`config.mk`:
```
export PLATFORM = sky130hd
export DESIGN_NAME = erc_core
export DESIGN_NICKNAME = d
export VERILOG_FILES = /design/src/verilog/erc_alu.v /design/src/verilog/erc_core.v
export VERILOG_INCLUDE_DIRS = /design/src /design/src/common
export SDC_FILE = /design/constraint.sdc
export NUM_CORES = 1
export LEC_CHECK = 0
export BUFFER_PORTS_ARGS = -buffer_cell sky130_fd_sc_hd__buf_2
export CAP_MARGIN = 10
export CORE_UTILIZATION = 54
export CTS_CLUSTER_SIZE = 16
export DETAILED_ROUTE_END_ITERATION = 12
export MAX_ROUTING_LAYER = met4
export PLACE_DENSITY_LB_ADDON = 0.3
export SYNTH_ARGS = -nofsm -noshare
export SYNTH_HDL_FRONTEND = slang
export SYNTH_HIERARCHICAL = 1
export SYNTH_SLANG_ARGS = --single-unit
```
`constraint.sdc`:
```
create_clock -name sys_clk_i -period 4.39 [get_ports sys_clk_i]
set_input_delay 0.2195 -clock sys_clk_i [delete_from_list [all_inputs] [get_ports sys_clk_i]]
set_output_delay 0.2195 -clock sys_clk_i [all_outputs]
set_load 0.005 [all_outputs]
```
`src/common/erc_defs.vh`:
```
`ifndef ERC_DEFS_VH
`define ERC_DEFS_VH

// Oscillator clocks per instruction cycle and the phase numbers inside one
`define ERC_OSC_PER_INSTR   4
`define ERC_PH_READ         2'h0
`define ERC_PH_CAPTURE      2'h2
`define ERC_PH_COMMIT       2'h3
`define ERC_RATE_HIGH_FROM  2'h2

// Program memory sizes per variant (address bits)
`define ERC_PC_W_512        9
`define ERC_PC_W_1K         10
`define ERC_PC_W_2K         11
`define ERC_INSTR_W         12
`define ERC_DATA_W          8
`define ERC_DADDR_W         5

// Reset values
`define ERC_RESET_VECTOR    11'h000
`define ERC_NOP_WORD        12'h000
`define ERC_W_RESET         8'h00
`define ERC_FSR_RESET       8'h00
`define ERC_STATUS_RESET    3'h0

// Special register addresses in data memory
`define ERC_ADDR_INDIRECT   5'h00
`define ERC_ADDR_PCL        5'h02
`define ERC_ADDR_STATUS     5'h03
`define ERC_ADDR_FSR        5'h04

// Status bit positions
`define ERC_ST_C            0
`define ERC_ST_NIB          1
`define ERC_ST_Z            2

// File operation codes (instruction bits 9:6)
`define ERC_FOP_NOP         4'h0
`define ERC_FOP_MOVWF       4'h1
`define ERC_FOP_CLR         4'h2
`define ERC_FOP_SUBWF       4'h3
`define ERC_FOP_DECF        4'h4
`define ERC_FOP_IORWF       4'h5
`define ERC_FOP_ANDWF       4'h6
`define ERC_FOP_XORWF       4'h7
`define ERC_FOP_ADDWF       4'h8
`define ERC_FOP_MOVF        4'h9
`define ERC_FOP_COMF        4'ha
`define ERC_FOP_INCF        4'hb
`define ERC_FOP_RRF         4'hc
`define ERC_FOP_RLF         4'hd
`define ERC_FOP_SWAPF       4'he

// Literal operation codes (instruction bits 9:8)
`define ERC_LOP_MOVLW       2'h0
`define ERC_LOP_ADDLW       2'h1
`define ERC_LOP_ANDLW       2'h2
`define ERC_LOP_XORLW       2'h3

// ALU operation codes
`define ERC_ALU_PASSB       4'h0
`define ERC_ALU_PASSA       4'h1
`define ERC_ALU_ADD         4'h2
`define ERC_ALU_SUB         4'h3
`define ERC_ALU_AND         4'h4
`define ERC_ALU_OR          4'h5
`define ERC_ALU_XOR         4'h6
`define ERC_ALU_INC         4'h7
`define ERC_ALU_DEC         4'h8
`define ERC_ALU_COM         4'h9
`define ERC_ALU_RRC         4'ha
`define ERC_ALU_RLC         4'hb
`define ERC_ALU_SWAP        4'hc
`define ERC_ALU_CLR         4'hd

`endif

```
`src/verilog/erc_alu.v`:
```
`timescale 1ns/1ps
`include "erc_defs.vh"

module erc_alu (
    // Operation select and operands
    input  wire [3:0] op_i,
    input  wire [7:0] acc_i,
    input  wire [7:0] opnd_i,
    input  wire       carry_i,
    // Result and flags
    output reg  [7:0] result_o,
    output reg        carry_o,
    output reg        nibble_o,
    output wire       zero_o
);

    reg [8:0] sum9;
    reg [4:0] sum5;

    always @* begin
        sum9     = 9'h000;
        sum5     = 5'h00;
        result_o = 8'h00;
        carry_o  = carry_i;
        nibble_o = 1'b0;
        case (op_i)
            `ERC_ALU_PASSB: result_o = opnd_i;
            `ERC_ALU_PASSA: result_o = acc_i;
            `ERC_ALU_ADD: begin
                sum9     = {1'b0, opnd_i} + {1'b0, acc_i};
                sum5     = {1'b0, opnd_i[3:0]} + {1'b0, acc_i[3:0]};
                result_o = sum9[7:0];
                carry_o  = sum9[8];
                nibble_o = sum5[4];
            end
            // Operand minus accumulator in two's complement; carry out high means no borrow
            `ERC_ALU_SUB: begin
                sum9     = {1'b0, opnd_i} + {1'b0, ~acc_i} + 9'h001;
                sum5     = {1'b0, opnd_i[3:0]} + {1'b0, ~acc_i[3:0]} + 5'h01;
                result_o = sum9[7:0];
                carry_o  = sum9[8];
                nibble_o = sum5[4];
            end
            `ERC_ALU_AND:  result_o = acc_i & opnd_i;
            `ERC_ALU_OR:   result_o = acc_i | opnd_i;
            `ERC_ALU_XOR:  result_o = acc_i ^ opnd_i;
            `ERC_ALU_INC:  result_o = opnd_i + 8'h01;
            `ERC_ALU_DEC:  result_o = opnd_i - 8'h01;
            `ERC_ALU_COM:  result_o = ~opnd_i;
            `ERC_ALU_RRC: begin
                result_o = {carry_i, opnd_i[7:1]};
                carry_o  = opnd_i[0];
            end
            `ERC_ALU_RLC: begin
                result_o = {opnd_i[6:0], carry_i};
                carry_o  = opnd_i[7];
            end
            `ERC_ALU_SWAP: result_o = {opnd_i[3:0], opnd_i[7:4]};
            `ERC_ALU_CLR:  result_o = 8'h00;
            default:       result_o = 8'h00;
        endcase
    end

    assign zero_o = (result_o == 8'h00);

endmodule

```
`src/verilog/erc_core.v`:
```
// Notes on behaviour
// RULE1: A whole 12-bit instruction word is taken from program memory in one cycle on its own bus.
// RULE2: The next instruction is fetched while the current one executes.
// RULE3: Every instruction takes one instruction cycle; a branch takes one more as the fetch is dropped.
// RULE4: The program counter spans 512, 1K or 2K words by a width parameter; memory is internal. Here program memory sits outside the core on the program bus.
// RULE5: Program counter, status and pointer sit in data space, reached directly or via the pointer.
// RULE6: The ALU works on bytes and adds, subtracts, shifts and does logic.
// RULE7: Arithmetic is two's complement.
// RULE8: Two-operand instructions take the accumulator and a file register or a literal.
// RULE9: Single-operand instructions take a file register and send the result to it or the accumulator.
// RULE10: The accumulator is an 8-bit register with no data address.
// RULE11: Instructions update carry, nibble carry and zero as their class says.
// RULE12: In subtraction carry and nibble carry give the byte and low-nibble borrow (high = none).
// RULE13: In RC mode the rate output runs at a quarter of the oscillator, one period per instruction.
// RULE14: The master reset pin is active low and holds the core in reset while low.
// RULE15: Zero is set when the result of a zero-affecting instruction is zero, else cleared.
//
// The register addresses and strobed register access were chosen for this implementation.
`timescale 1ns/1ps
`include "erc_defs.vh"

module erc_core #(
    parameter PC_W = `ERC_PC_W_2K
) (
    // Oscillator input and resets
    input  wire                    sys_clk_i,
    input  wire                    rst_i,
    input  wire                    master_reset_pin_n_i,
    // Oscillator mode select
    input  wire                    rc_mode_i,
    output wire                    instruction_rate_output_o,
    // Program memory bus
    output wire [PC_W-1:0]         prog_addr_o,
    input  wire [`ERC_INSTR_W-1:0] prog_data_i,
    // Data memory bus
    output wire [`ERC_DADDR_W-1:0] data_addr_o,
    output wire [`ERC_DATA_W-1:0]  data_wdata_o,
    output wire                    data_we_o,
    output wire                    data_re_o,
    input  wire [`ERC_DATA_W-1:0]  data_rdata_i,
    // Observation of core state
    output wire [`ERC_DATA_W-1:0]  acc_o,
    output wire [2:0]              status_o
);

    // Pin synchroniser and reset hold
    reg        mr_s1_reg;
    reg        mr_s2_reg;
    reg        mr_s3_reg;
    reg        mr_hold_reg;
    wire       core_rst;

    // Phase counter and rate output
    reg  [1:0] phase_reg;
    reg  [1:0] phase_next;
    reg        rate_reg;
    wire       commit_en;

    // Architectural state
    reg  [PC_W-1:0]         pc_reg;
    reg  [`ERC_INSTR_W-1:0] instr_reg;
    reg  [7:0]              acc_reg;
    reg  [7:0]              fsr_reg;
    reg  [2:0]              status_reg;
    reg  [7:0]              opnd_reg;

    // Data bus outputs
    reg  [`ERC_DADDR_W-1:0] daddr_reg;
    reg  [7:0]              dwdata_reg;
    reg                     dwe_reg;
    reg                     dre_reg;

    // Decode
    wire                    is_goto;
    wire                    is_lit;
    wire                    is_file;
    wire [3:0]              fop;
    wire [1:0]              lop;
    wire                    dest_f;
    wire [`ERC_DADDR_W-1:0] faddr;
    wire [`ERC_DADDR_W-1:0] eaddr;
    wire [3:0]              alu_op;
    wire [2:0]              flag_mask;
    wire                    wr_acc;
    wire                    wr_file;
    wire                    needs_read;
    wire [7:0]              alu_b;
    wire [7:0]              alu_y;
    wire                    alu_c;
    wire                    alu_nib;
    wire                    alu_z;
    wire                    status_written;
    localparam [10:0]       RESET_PC = `ERC_RESET_VECTOR;

    // File operation to ALU operation
    function [3:0] fop_to_alu;
        input [3:0] op;
        begin
            case (op)
                `ERC_FOP_MOVWF: fop_to_alu = `ERC_ALU_PASSA;
                `ERC_FOP_CLR:   fop_to_alu = `ERC_ALU_CLR;
                `ERC_FOP_SUBWF: fop_to_alu = `ERC_ALU_SUB;
                `ERC_FOP_DECF:  fop_to_alu = `ERC_ALU_DEC;
                `ERC_FOP_IORWF: fop_to_alu = `ERC_ALU_OR;
                `ERC_FOP_ANDWF: fop_to_alu = `ERC_ALU_AND;
                `ERC_FOP_XORWF: fop_to_alu = `ERC_ALU_XOR;
                `ERC_FOP_ADDWF: fop_to_alu = `ERC_ALU_ADD;
                `ERC_FOP_MOVF:  fop_to_alu = `ERC_ALU_PASSB;
                `ERC_FOP_COMF:  fop_to_alu = `ERC_ALU_COM;
                `ERC_FOP_INCF:  fop_to_alu = `ERC_ALU_INC;
                `ERC_FOP_RRF:   fop_to_alu = `ERC_ALU_RRC;
                `ERC_FOP_RLF:   fop_to_alu = `ERC_ALU_RLC;
                `ERC_FOP_SWAPF: fop_to_alu = `ERC_ALU_SWAP;
                default:        fop_to_alu = `ERC_ALU_PASSB;
            endcase
        end
    endfunction

    // Flags touched by an ALU operation, bits {zero, nibble, carry}
    function [2:0] alu_flags;
        input [3:0] op;
        begin
            case (op)
                `ERC_ALU_ADD, `ERC_ALU_SUB:   alu_flags = 3'h7;
                `ERC_ALU_RRC, `ERC_ALU_RLC:   alu_flags = 3'h1;
                `ERC_ALU_AND, `ERC_ALU_OR, `ERC_ALU_XOR, `ERC_ALU_INC,
                `ERC_ALU_DEC, `ERC_ALU_COM, `ERC_ALU_CLR: alu_flags = 3'h4;
                default:                      alu_flags = 3'h0;
            endcase
        end
    endfunction

    // Special registers answer inside the core instead of on the data bus
    function is_sfr;
        input [`ERC_DADDR_W-1:0] a;
        begin
            is_sfr = (a == `ERC_ADDR_INDIRECT) || (a == `ERC_ADDR_PCL) ||
                     (a == `ERC_ADDR_STATUS) || (a == `ERC_ADDR_FSR);
        end
    endfunction

    // Master reset pin: three stages, a change counts once stages two and three agree
    always @(posedge sys_clk_i) begin
        if (rst_i) begin
            mr_s1_reg   <= 1'b0;
            mr_s2_reg   <= 1'b0;
            mr_s3_reg   <= 1'b0;
            mr_hold_reg <= 1'b1;
        end else begin
            mr_s1_reg <= master_reset_pin_n_i;
            mr_s2_reg <= mr_s1_reg;
            mr_s3_reg <= mr_s2_reg;
            if (mr_s2_reg == mr_s3_reg) begin
                mr_hold_reg <= ~mr_s3_reg; // [RULE14]
            end
        end
    end

    assign core_rst = rst_i | mr_hold_reg; // [RULE14]

    // Quarter-rate divider; the commit phase is the instruction-cycle enable
    always @* begin
        phase_next = phase_reg + 2'h1;
    end

    assign commit_en = (phase_reg == `ERC_PH_COMMIT);

    always @(posedge sys_clk_i) begin
        if (core_rst) begin
            phase_reg <= 2'h0;
            rate_reg  <= 1'b0;
        end else begin
            phase_reg <= phase_next;
            // High for the second half of each instruction cycle
            rate_reg  <= rc_mode_i & (phase_next >= `ERC_RATE_HIGH_FROM); // [RULE13]
        end
    end

    // Decode of the instruction held in the execute stage
    assign is_goto = instr_reg[11];
    assign is_lit  = (instr_reg[11:10] == 2'b01);
    assign is_file = (instr_reg[11:10] == 2'b00);
    assign fop     = instr_reg[9:6];
    assign lop     = instr_reg[9:8];
    assign dest_f  = instr_reg[5];
    assign faddr   = instr_reg[4:0];
    // Address zero goes through the pointer register
    assign eaddr   = (faddr == `ERC_ADDR_INDIRECT) ? fsr_reg[4:0] : faddr; // [RULE5]

    assign alu_op = is_lit ? ((lop == `ERC_LOP_MOVLW) ? `ERC_ALU_PASSB :
                              (lop == `ERC_LOP_ADDLW) ? `ERC_ALU_ADD :
                              (lop == `ERC_LOP_ANDLW) ? `ERC_ALU_AND : `ERC_ALU_XOR)
                           : fop_to_alu(fop);
    assign flag_mask = (is_lit | is_file) ? alu_flags(alu_op) : 3'h0; // [RULE11]

    // File ops CLR to SWAPF pick their destination by one bit; MOVWF always writes the file
    assign wr_file = is_file && ((fop == `ERC_FOP_MOVWF) ||
                     (dest_f && fop >= `ERC_FOP_CLR && fop <= `ERC_FOP_SWAPF)); // [RULE9]
    assign wr_acc  = is_lit || (is_file && !dest_f &&
                     fop >= `ERC_FOP_CLR && fop <= `ERC_FOP_SWAPF); // [RULE8] [RULE9]
    assign needs_read = is_file && fop >= `ERC_FOP_SUBWF && fop <= `ERC_FOP_SWAPF;

    // Second operand is a file register or the literal in the word
    assign alu_b = is_lit ? instr_reg[7:0] : opnd_reg; // [RULE8]

    erc_alu u_alu (
        .op_i     (alu_op),
        .acc_i    (acc_reg),
        .opnd_i   (alu_b),
        .carry_i  (status_reg[`ERC_ST_C]),
        .result_o (alu_y),
        .carry_o  (alu_c),
        .nibble_o (alu_nib),
        .zero_o   (alu_z)
    ); // [RULE6] [RULE7] [RULE12]

    assign status_written = wr_file && (eaddr == `ERC_ADDR_STATUS);

    // Fetch, operand read, execute and write back
    always @(posedge sys_clk_i) begin
        if (core_rst) begin
            pc_reg     <= RESET_PC[PC_W-1:0];
            instr_reg  <= `ERC_NOP_WORD;
            acc_reg    <= `ERC_W_RESET;
            fsr_reg    <= `ERC_FSR_RESET;
            status_reg <= `ERC_STATUS_RESET;
            opnd_reg   <= 8'h00;
            daddr_reg  <= {`ERC_DADDR_W{1'b0}};
            dwdata_reg <= 8'h00;
            dwe_reg    <= 1'b0;
            dre_reg    <= 1'b0;
        end else begin
            dwe_reg <= 1'b0;
            dre_reg <= 1'b0;
            // Read strobe one phase after the write strobe, so they never meet
            if (phase_reg == `ERC_PH_READ && needs_read && !is_sfr(eaddr)) begin
                dre_reg   <= 1'b1;
                daddr_reg <= eaddr;
            end
            if (phase_reg == `ERC_PH_CAPTURE) begin
                if (!is_sfr(eaddr)) begin
                    opnd_reg <= data_rdata_i;
                end else if (eaddr == `ERC_ADDR_PCL) begin
                    opnd_reg <= pc_reg[7:0]; // [RULE5]
                end else if (eaddr == `ERC_ADDR_STATUS) begin
                    opnd_reg <= {5'h00, status_reg};
                end else if (eaddr == `ERC_ADDR_FSR) begin
                    opnd_reg <= fsr_reg;
                end else begin
                    // Pointer aimed at the indirect address reads as zero
                    opnd_reg <= 8'h00;
                end
            end
            if (commit_en) begin
                // Default fetch: next word enters execute while its successor is addressed
                instr_reg <= prog_data_i; // [RULE1] [RULE2]
                pc_reg    <= pc_reg + {{(PC_W-1){1'b0}}, 1'b1}; // [RULE4]
                if (wr_acc) begin
                    acc_reg <= alu_y; // [RULE10]
                end
                // An explicit write to status overrides the flag update
                if (!status_written) begin
                    if (flag_mask[0]) begin
                        status_reg[`ERC_ST_C] <= alu_c; // [RULE11] [RULE12]
                    end
                    if (flag_mask[1]) begin
                        status_reg[`ERC_ST_NIB] <= alu_nib; // [RULE11] [RULE12]
                    end
                    if (flag_mask[2]) begin
                        status_reg[`ERC_ST_Z] <= alu_z; // [RULE15]
                    end
                end
                if (wr_file) begin
                    if (eaddr == `ERC_ADDR_PCL) begin
                        // Computed jump: drop the prefetched word
                        pc_reg    <= {{(PC_W-8){1'b0}}, alu_y}; // [RULE5] [RULE3]
                        instr_reg <= `ERC_NOP_WORD; // [RULE3]
                    end else if (eaddr == `ERC_ADDR_STATUS) begin
                        status_reg <= alu_y[2:0];
                    end else if (eaddr == `ERC_ADDR_FSR) begin
                        fsr_reg <= alu_y;
                    end else if (!is_sfr(eaddr)) begin
                        dwe_reg    <= 1'b1;
                        daddr_reg  <= eaddr;
                        dwdata_reg <= alu_y;
                    end
                end
                if (is_goto) begin
                    // Target beyond the fitted memory wraps by truncation
                    pc_reg    <= instr_reg[PC_W-1:0]; // [RULE4]
                    instr_reg <= `ERC_NOP_WORD; // [RULE3]
                end
            end
        end
    end

    assign instruction_rate_output_o = rate_reg;
    assign prog_addr_o               = pc_reg; // [RULE1]
    assign data_addr_o               = daddr_reg;
    assign data_wdata_o              = dwdata_reg;
    assign data_we_o                 = dwe_reg;
    assign data_re_o                 = dre_reg;
    assign acc_o                     = acc_reg;
    assign status_o                  = status_reg;

endmodule
```
======== After elaboration in Yosys (flattened, before gate mapping) ========
Memories as Yosys holds them, arrays and structs flattened. A register that Yosys moved wholly into a read port is not among the register bits.
Index checks and enable logic that the tools add are counted.
cells by class
  $add $sub $neg .......................... 10
  order comparisons ....................... 4
  equality and inequality tests ........... 22
  muxes and demuxes ....................... 38
  bitwise gates (word level) .............. 16
  reductions and logical operators ........ 29
operators with widths
  cell                                                 count
  one-hot mux 8 bit (13 select lines)                  1
  2-to-1 mux 5 bit                                     8
  2-to-1 mux 8 bit                                     5
  2-to-1 mux 12 bit                                    3
  2-to-1 mux 11 bit                                    3
  2-to-1 mux 3 bit                                     7
  equality test 4 bit, second input constant           5
  adder 8 x 8 -> 9 bit                                 2
  equality test 4 x 3 -> 1 bit, second input constant  4
  NOT 8 bit                                            2
  2-to-1 mux 4 bit                                     3
  adder 11 x 1 -> 11 bit, second input constant        1
  logical AND 1 bit                                    11
  adder 4 x 4 -> 5 bit                                 2
  equality test 5 x 2 -> 1 bit, second input constant  2
  logical NOT 5 bit                                    2
  adder 9 x 1 -> 9 bit, second input constant          1
  adder 8 x 1 -> 8 bit, second input constant          1
  AND 8 bit                                            1
  equality test 4 x 1 -> 1 bit, second input constant  2
  equality test 4 x 2 -> 1 bit, second input constant  2
  >= comparator 4 x 2 -> 1 bit, second input constant  2
  logical NOT 8 bit                                    1
  OR 8 bit                                             1
  26 further kinds                                     47
word-level totals
  register bits after elaboration ......... 72
  bits in read-only memories .............. 112
  input port bits ......................... 24
  output and inout port bits .............. 38
  word-level logic and storage cells ...... 137
  memories ................................ 2
memory list
  name             depth  bits a word  rd ports  clocked after memory_dff  write ports  line            RTL
  (no name shown)  16     4            1         1                         0            erc_core.v:99   case (op)
  (no name shown)  16     3            1         0                         0            erc_core.v:123  case (op)

======== Longest topological paths before layout ========
  depth in word-level cells ............... 15
  gate-level depth with buffers ........... 19
  mapped depth without buffers ............ 17

======== Modules after synthesis ========
Netlist, hierarchy kept.
modules (own cells, without submodules)
  module    instances  cells an instance  area each (sq um)  sequential area each (sq um)
  erc_core  1          454                4,016.4            1,521.5
  erc_alu   1          283                1,920.6            0.0

======== Least setup slack after synthesis ========
OpenSTA, ideal clock, no wires.
  path type ............................... reg-to-reg
  start ................................... register instr_reg[11]
  end ..................................... register status_reg[2], in the netlist status_o[2]
  library setup time ...................... 0.079 ns
  data arrival time ....................... 4.434 ns
  required time ........................... 4.311 ns
  setup slack ............................. -0.124 ns
  stages on the path, launching flop included .. 20
  path buffers ............................ 3
  period minus slack after synthesis ...... 4.514 ns
  path through ............................ dfxtp_1 -> buf_2 -> nor2_1 -> clkbuf_1 -> mux2_2 -> clkbuf_1 -> inv_1 -> ha_1 -> inv_1 -> fa_1 -> nor3b_1 -> nor3_1 -> a2bb2oi_1 -> mux2i_1 -> a211o_1 -> or4b_1 -> nor4_2 -> nor3_1 -> a21o_1 -> a211oi_2
between the ends
  cells in the longest elaborated chain, start to end .. 11
  elaborated cells on any way between the ends .. 38
  classes of those cells .................. 5 x add/sub; 13 x eq/ne; 9 x mux; 5 x bitwise; 5 x reduce/logical; 1 x memory
ends and longest elaborated chain
  what                                     line            RTL
  start, declared                          erc_core.v:61   reg [`ERC_INSTR_W-1:0] instr_reg;
  start signal, assigned                   erc_core.v:223  instr_reg <= `ERC_NOP_WORD;
  start signal, assigned                   erc_core.v:256  instr_reg <= prog_data_i;
  start signal, assigned                   erc_core.v:277  instr_reg <= `ERC_NOP_WORD;
  equality test 2 x 1 -> 1 bit (*)         erc_core.v:181  assign is_lit = (instr_reg[11:10] == 2'b01);
  2-to-1 mux 8 bit (*)                     erc_core.v:204  assign alu_b = is_lit ? instr_reg[7:0] : opnd_reg;
  via alu_b[0]                             erc_core.v:87   wire [7:0] alu_b;
  adder 8 x 8 -> 9 bit                     erc_alu.v:38    sum9 = {1'b0, opnd_i} + {1'b0, ~acc_i} + 9'h001;
  adder 9 x 1 -> 9 bit                     erc_alu.v:38
  one-hot mux 8 bit (13 select lines) (*)  erc_alu.v:26    case (op_i)
  via alu_y[4]                             erc_core.v:88   wire [7:0] alu_y;
  logical NOT 8 bit (*)                    erc_alu.v:64    assign zero_o = (result_o == 8'h00);
  via alu_z                                erc_core.v:91   wire alu_z;
  2-to-1 mux 1 bit (*)                     erc_core.v:269  if (flag_mask[2]) begin
  2-to-1 mux 3 bit (*)                     erc_core.v:262  if (!status_written) begin
  2-to-1 mux 3 bit                         erc_core.v:278  end else if (eaddr == `ERC_ADDR_STATUS) begin
  2-to-1 mux 3 bit                         erc_core.v:274  if (eaddr == `ERC_ADDR_PCL) begin
  2-to-1 mux 3 bit (*)                     erc_core.v:273  if (wr_file) begin
  end signal, assigned by index            erc_core.v:264  status_reg[`ERC_ST_C] <= alu_c;
  end signal, assigned by index            erc_core.v:267  status_reg[`ERC_ST_NIB] <= alu_nib;
  end signal, assigned                     erc_core.v:279  status_reg <= alu_y[2:0];
  end, declared                            erc_core.v:64   reg [2:0] status_reg;
Mark *: on every way through the listed nets, which the timed path passes. The rest lies on a longest branch.
A chain may end at the register's enable or synchronous reset.

======== Worst setup path after layout ========
  start ................................... register instr_reg[10]
  end ..................................... register status_reg[2], in the netlist status_o[2]
Same word-level chain as after synthesis.

==> flow_metrics.env <==
export IMPL_yosysMostFrequentCell="dfxtp_1"
export IMPL_cts_inserted_buffers=9
export IMPL_switchingPower_mw=0.273
export IMPL_clock_latency_ns=0.36
export IMPL_p_int_mw=1.05
export IMPL_clkSinkCount=76
export IMPL_grt_overflow=0
export IMPL_track_usage=0.356
export IMPL_remaining_drc_errors=0
export IMPL_tightest_slew_ns=0.967
export IMPL_slowest_delay_ns=0.54
export IMPL_ys_seq_area_frac=0.256
export IMPL_pwr_share_comb=0.010
export IMPL_pre_cts_slack_ns=0.0589
export IMPL_start_util=0.565
export IMPL_r2r_cells=18
export IMPL_worstHoldStart="master_reset_pin_n_i"
export IMPL_core_region_area_um2=10500
export IMPL_hold_worst_slack_ns=0.0681
export IMPL_crit_start="instr_reg[10]"
export IMPL_postSynth_topFlopCell="dfxtp_1"
export IMPL_yosys_area_top_type="dfxtp_1"
export IMPL_rows=37
export IMPL_num_vias=6101
export IMPL_p_per_area_nw_per_um2=199
export IMPL_crit_fanout=9
export IMPL_setup_violations_final=0
export IMPL_cts_tree="yes"
export IMPL_synth_edf_count=0
export IMPL_cts_max_path_buffers=2
export IMPL_yosysUniqueCellTypes=92
export IMPL_period_share=0.943
export IMPL_seq_power_share=0.522
export IMPL_drt_antenna_violating_nets=0
export IMPL_drt_iter0_drc=805
export IMPL_p_leak_nw=2.62
export IMPL_post_route_min_period_ns=4.14
export IMPL_path_cells="inv_1, nor2_4, buf_6, mux2_2, inv_1, ha_1, inv_1, fa_1, nor3b_1, nor3_2, a2bb2oi_1, mux2i_1, a211o_1, or4b_1, nor4_2, nor3_1, a21o_1, a211oi_2"
export IMPL_synth_nets=797
export IMPL_fin_skew_ns=0.0113
export IMPL_cts_root_buffer="clkbuf_8"
export IMPL_hold_viol_final=0
export IMPL_via_per_inst=6.57
export IMPL_grt_pass1_wl_mm=30.5
export IMPL_start_kind="flop"
export IMPL_die_area_um2=11400
export IMPL_drt_first_pass_iters=5
export IMPL_endpoint_kind="flop"
export IMPL_cts_htree_levels=3
export IMPL_synth_area_per_cell_um2=8.06
export IMPL_hold_path_depth=2
export IMPL_yosysTopAreaCellShare=0.256
export IMPL_antenna_cells=0
export IMPL_syn_instance_count=737
export IMPL_critical_path_class="reg -> reg"
export IMPL_slowest_stage="or4b_1"
export IMPL_rrSetupSlack_ns=0.25
export IMPL_rsz0062_at_grt="false"
export IMPL_dp_hpwl_mm=14.3
export IMPL_die_h_um=107
export IMPL_antenna_found_initial=0
export IMPL_relSlewSlack=0.355
export IMPL_grt_pass1_vias=5615
export IMPL_gp_congestion=0.957
export IMPL_timing_fmax_ghz=0.242
export IMPL_clk_pin_slew_worst_paths_ns=0.08
export IMPL_slew_viol_final=0
export IMPL_swShare=0.206
export IMPL_die_x_um=107
export IMPL_tns_ns=0
export IMPL_min_path_type="in -> reg"
export IMPL_required_ns=4.66
export IMPL_ios=62
export IMPL_synth_commonest_cells="76 x dfxtp_1, 71 x nor2_1, 44 x nand2_1, 40 x o21ai_0, 39 x a21oi_1"
export IMPL_status="finished, final reports clean"
export IMPL_wl_mm=19.4
export IMPL_routedWlPerCell_um=21.0
export IMPL_syn_area_um2=5940
export IMPL_drive_gt1_frac=0.205
export IMPL_async_flop_share=0
export IMPL_ir_drop_mv=0.206
export IMPL_nets=847
export IMPL_synth_seq_cells=76
export IMPL_worst_slack_ns=0.251
export IMPL_clock_power_share=0.468
export IMPL_yosys_top_cells_area="dfxtp_1 26%, ha_1 7.2%, mux2i_1 5.2%"
export IMPL_worstReg2RegStart="instr_reg[10]"
export IMPL_synth_warnings=6
export IMPL_arrival_ns=4.41
export IMPL_area_growth_pct=12.0
export IMPL_crit_top_cell="inv_1"
export IMPL_io_buffers=61
export IMPL_drv_cap=0
export IMPL_grt_max_degree=46
[final cells by class]
| class | instances | area (um^2) |
|---|---|---|
| multi-input combinational | 575 | 4070 |
| fill | 923 | 3860 |
| sequential | 76 | 1520 |
| timing repair buffer | 90 | 527 |
| tap | 136 | 170 |
| clock buffer | 11 | 151 |
| inverter | 35 | 131 |
| clock inverter | 5 | 83.8 |
[worst paths after layout]
| path | end |
|---|---|
| min | mr_s1_reg |
| max | status_o[2] |
| max reg2reg | status_o[2] |
| min reg2reg | phase_reg[0] |
[kinds of logic after synthesis]
family | count (synthesis) | synth area share
buf+inv | 86 | 0.0624
simple gates | 246 | 0.217
flops | 76 | 0.256
xor+xnor | 17 | 0.0251
fa+ha+maj | 36 | 0.0784
mux | 44 | 0.0769
compound gates | 232 | 0.283
[through the flow]
stage,power [mW],instances,utilization,area [um^2]
2_1_floorplan,0.708,737,-,5940
3_3_place_gp,0.720,911,0.608,6390
3_5_place_dp,0.720,911,0.608,6390
4_1_cts,1.33,927,0.631,6630
5_1_grt,1.36,928,0.633,6650
6_report,1.32,928,0.633,6650
[timing repair]
item	4_1_cts	5_1_grt
setup endpoints to repair	0	3
hold endpoints to repair	0	0
resized for setup	0	5
setup buffers	0	1
hold buffers	0	0
[cell usage in the layout, fill, tap and decap left out, types with 19 or more instances in the layout]
cell / synthesis / final
a21oi_1: 39 / 38
nand2_1: 44 / 44
nand3_1: 20 / 20
dfxtp_1: 76 / 76
mux2i_1: 31 / 31
ha_1: 34 / 34
a31oi_1: 19 / 19
buf_4: 4 / 28
buf_2: 8 / 61
inv_1: 33 / 33
nor3_1: 22 / 21
nor2_1: 71 / 70
o21ai_0: 40 / 40
[routing by layer]
layer	vias up	share of wire	track usage
met1	2908	0.44	0.494
met5	-	0	-
met3	34	0.099	0.0729
li1	2815	-	-
met2	344	0.44	0.530
met4	0	0.016	0.0822
[power by group through the flow]
| stage | Sequential, mW | Clock, mW | Combinational [mW] |
|---|---|---|---|
| after detailed placement | 0.707 | 0 | 0.0138 |
| after CTS | 0.690 | 0.625 | 0.0138 |
| final | 0.690 | 0.619 | 0.0139 |
| after global placement | 0.706 | 0 | 0.0133 |
| after global routing | 0.690 | 0.657 | 0.0147 |
| after floorplan | 0.706 | 0 | 0.00203 |
[worst max-delay path: cells and delay by family, from the launching register on]
family	cells	cell delay, ns
mux	2	0.47
buf+inv	4	0.42
flops	1	0.33
simple gates	6	1.35
fa+ha+maj	2	0.59
compound gates	4	0.88
(Power assumes the default switching activity.)
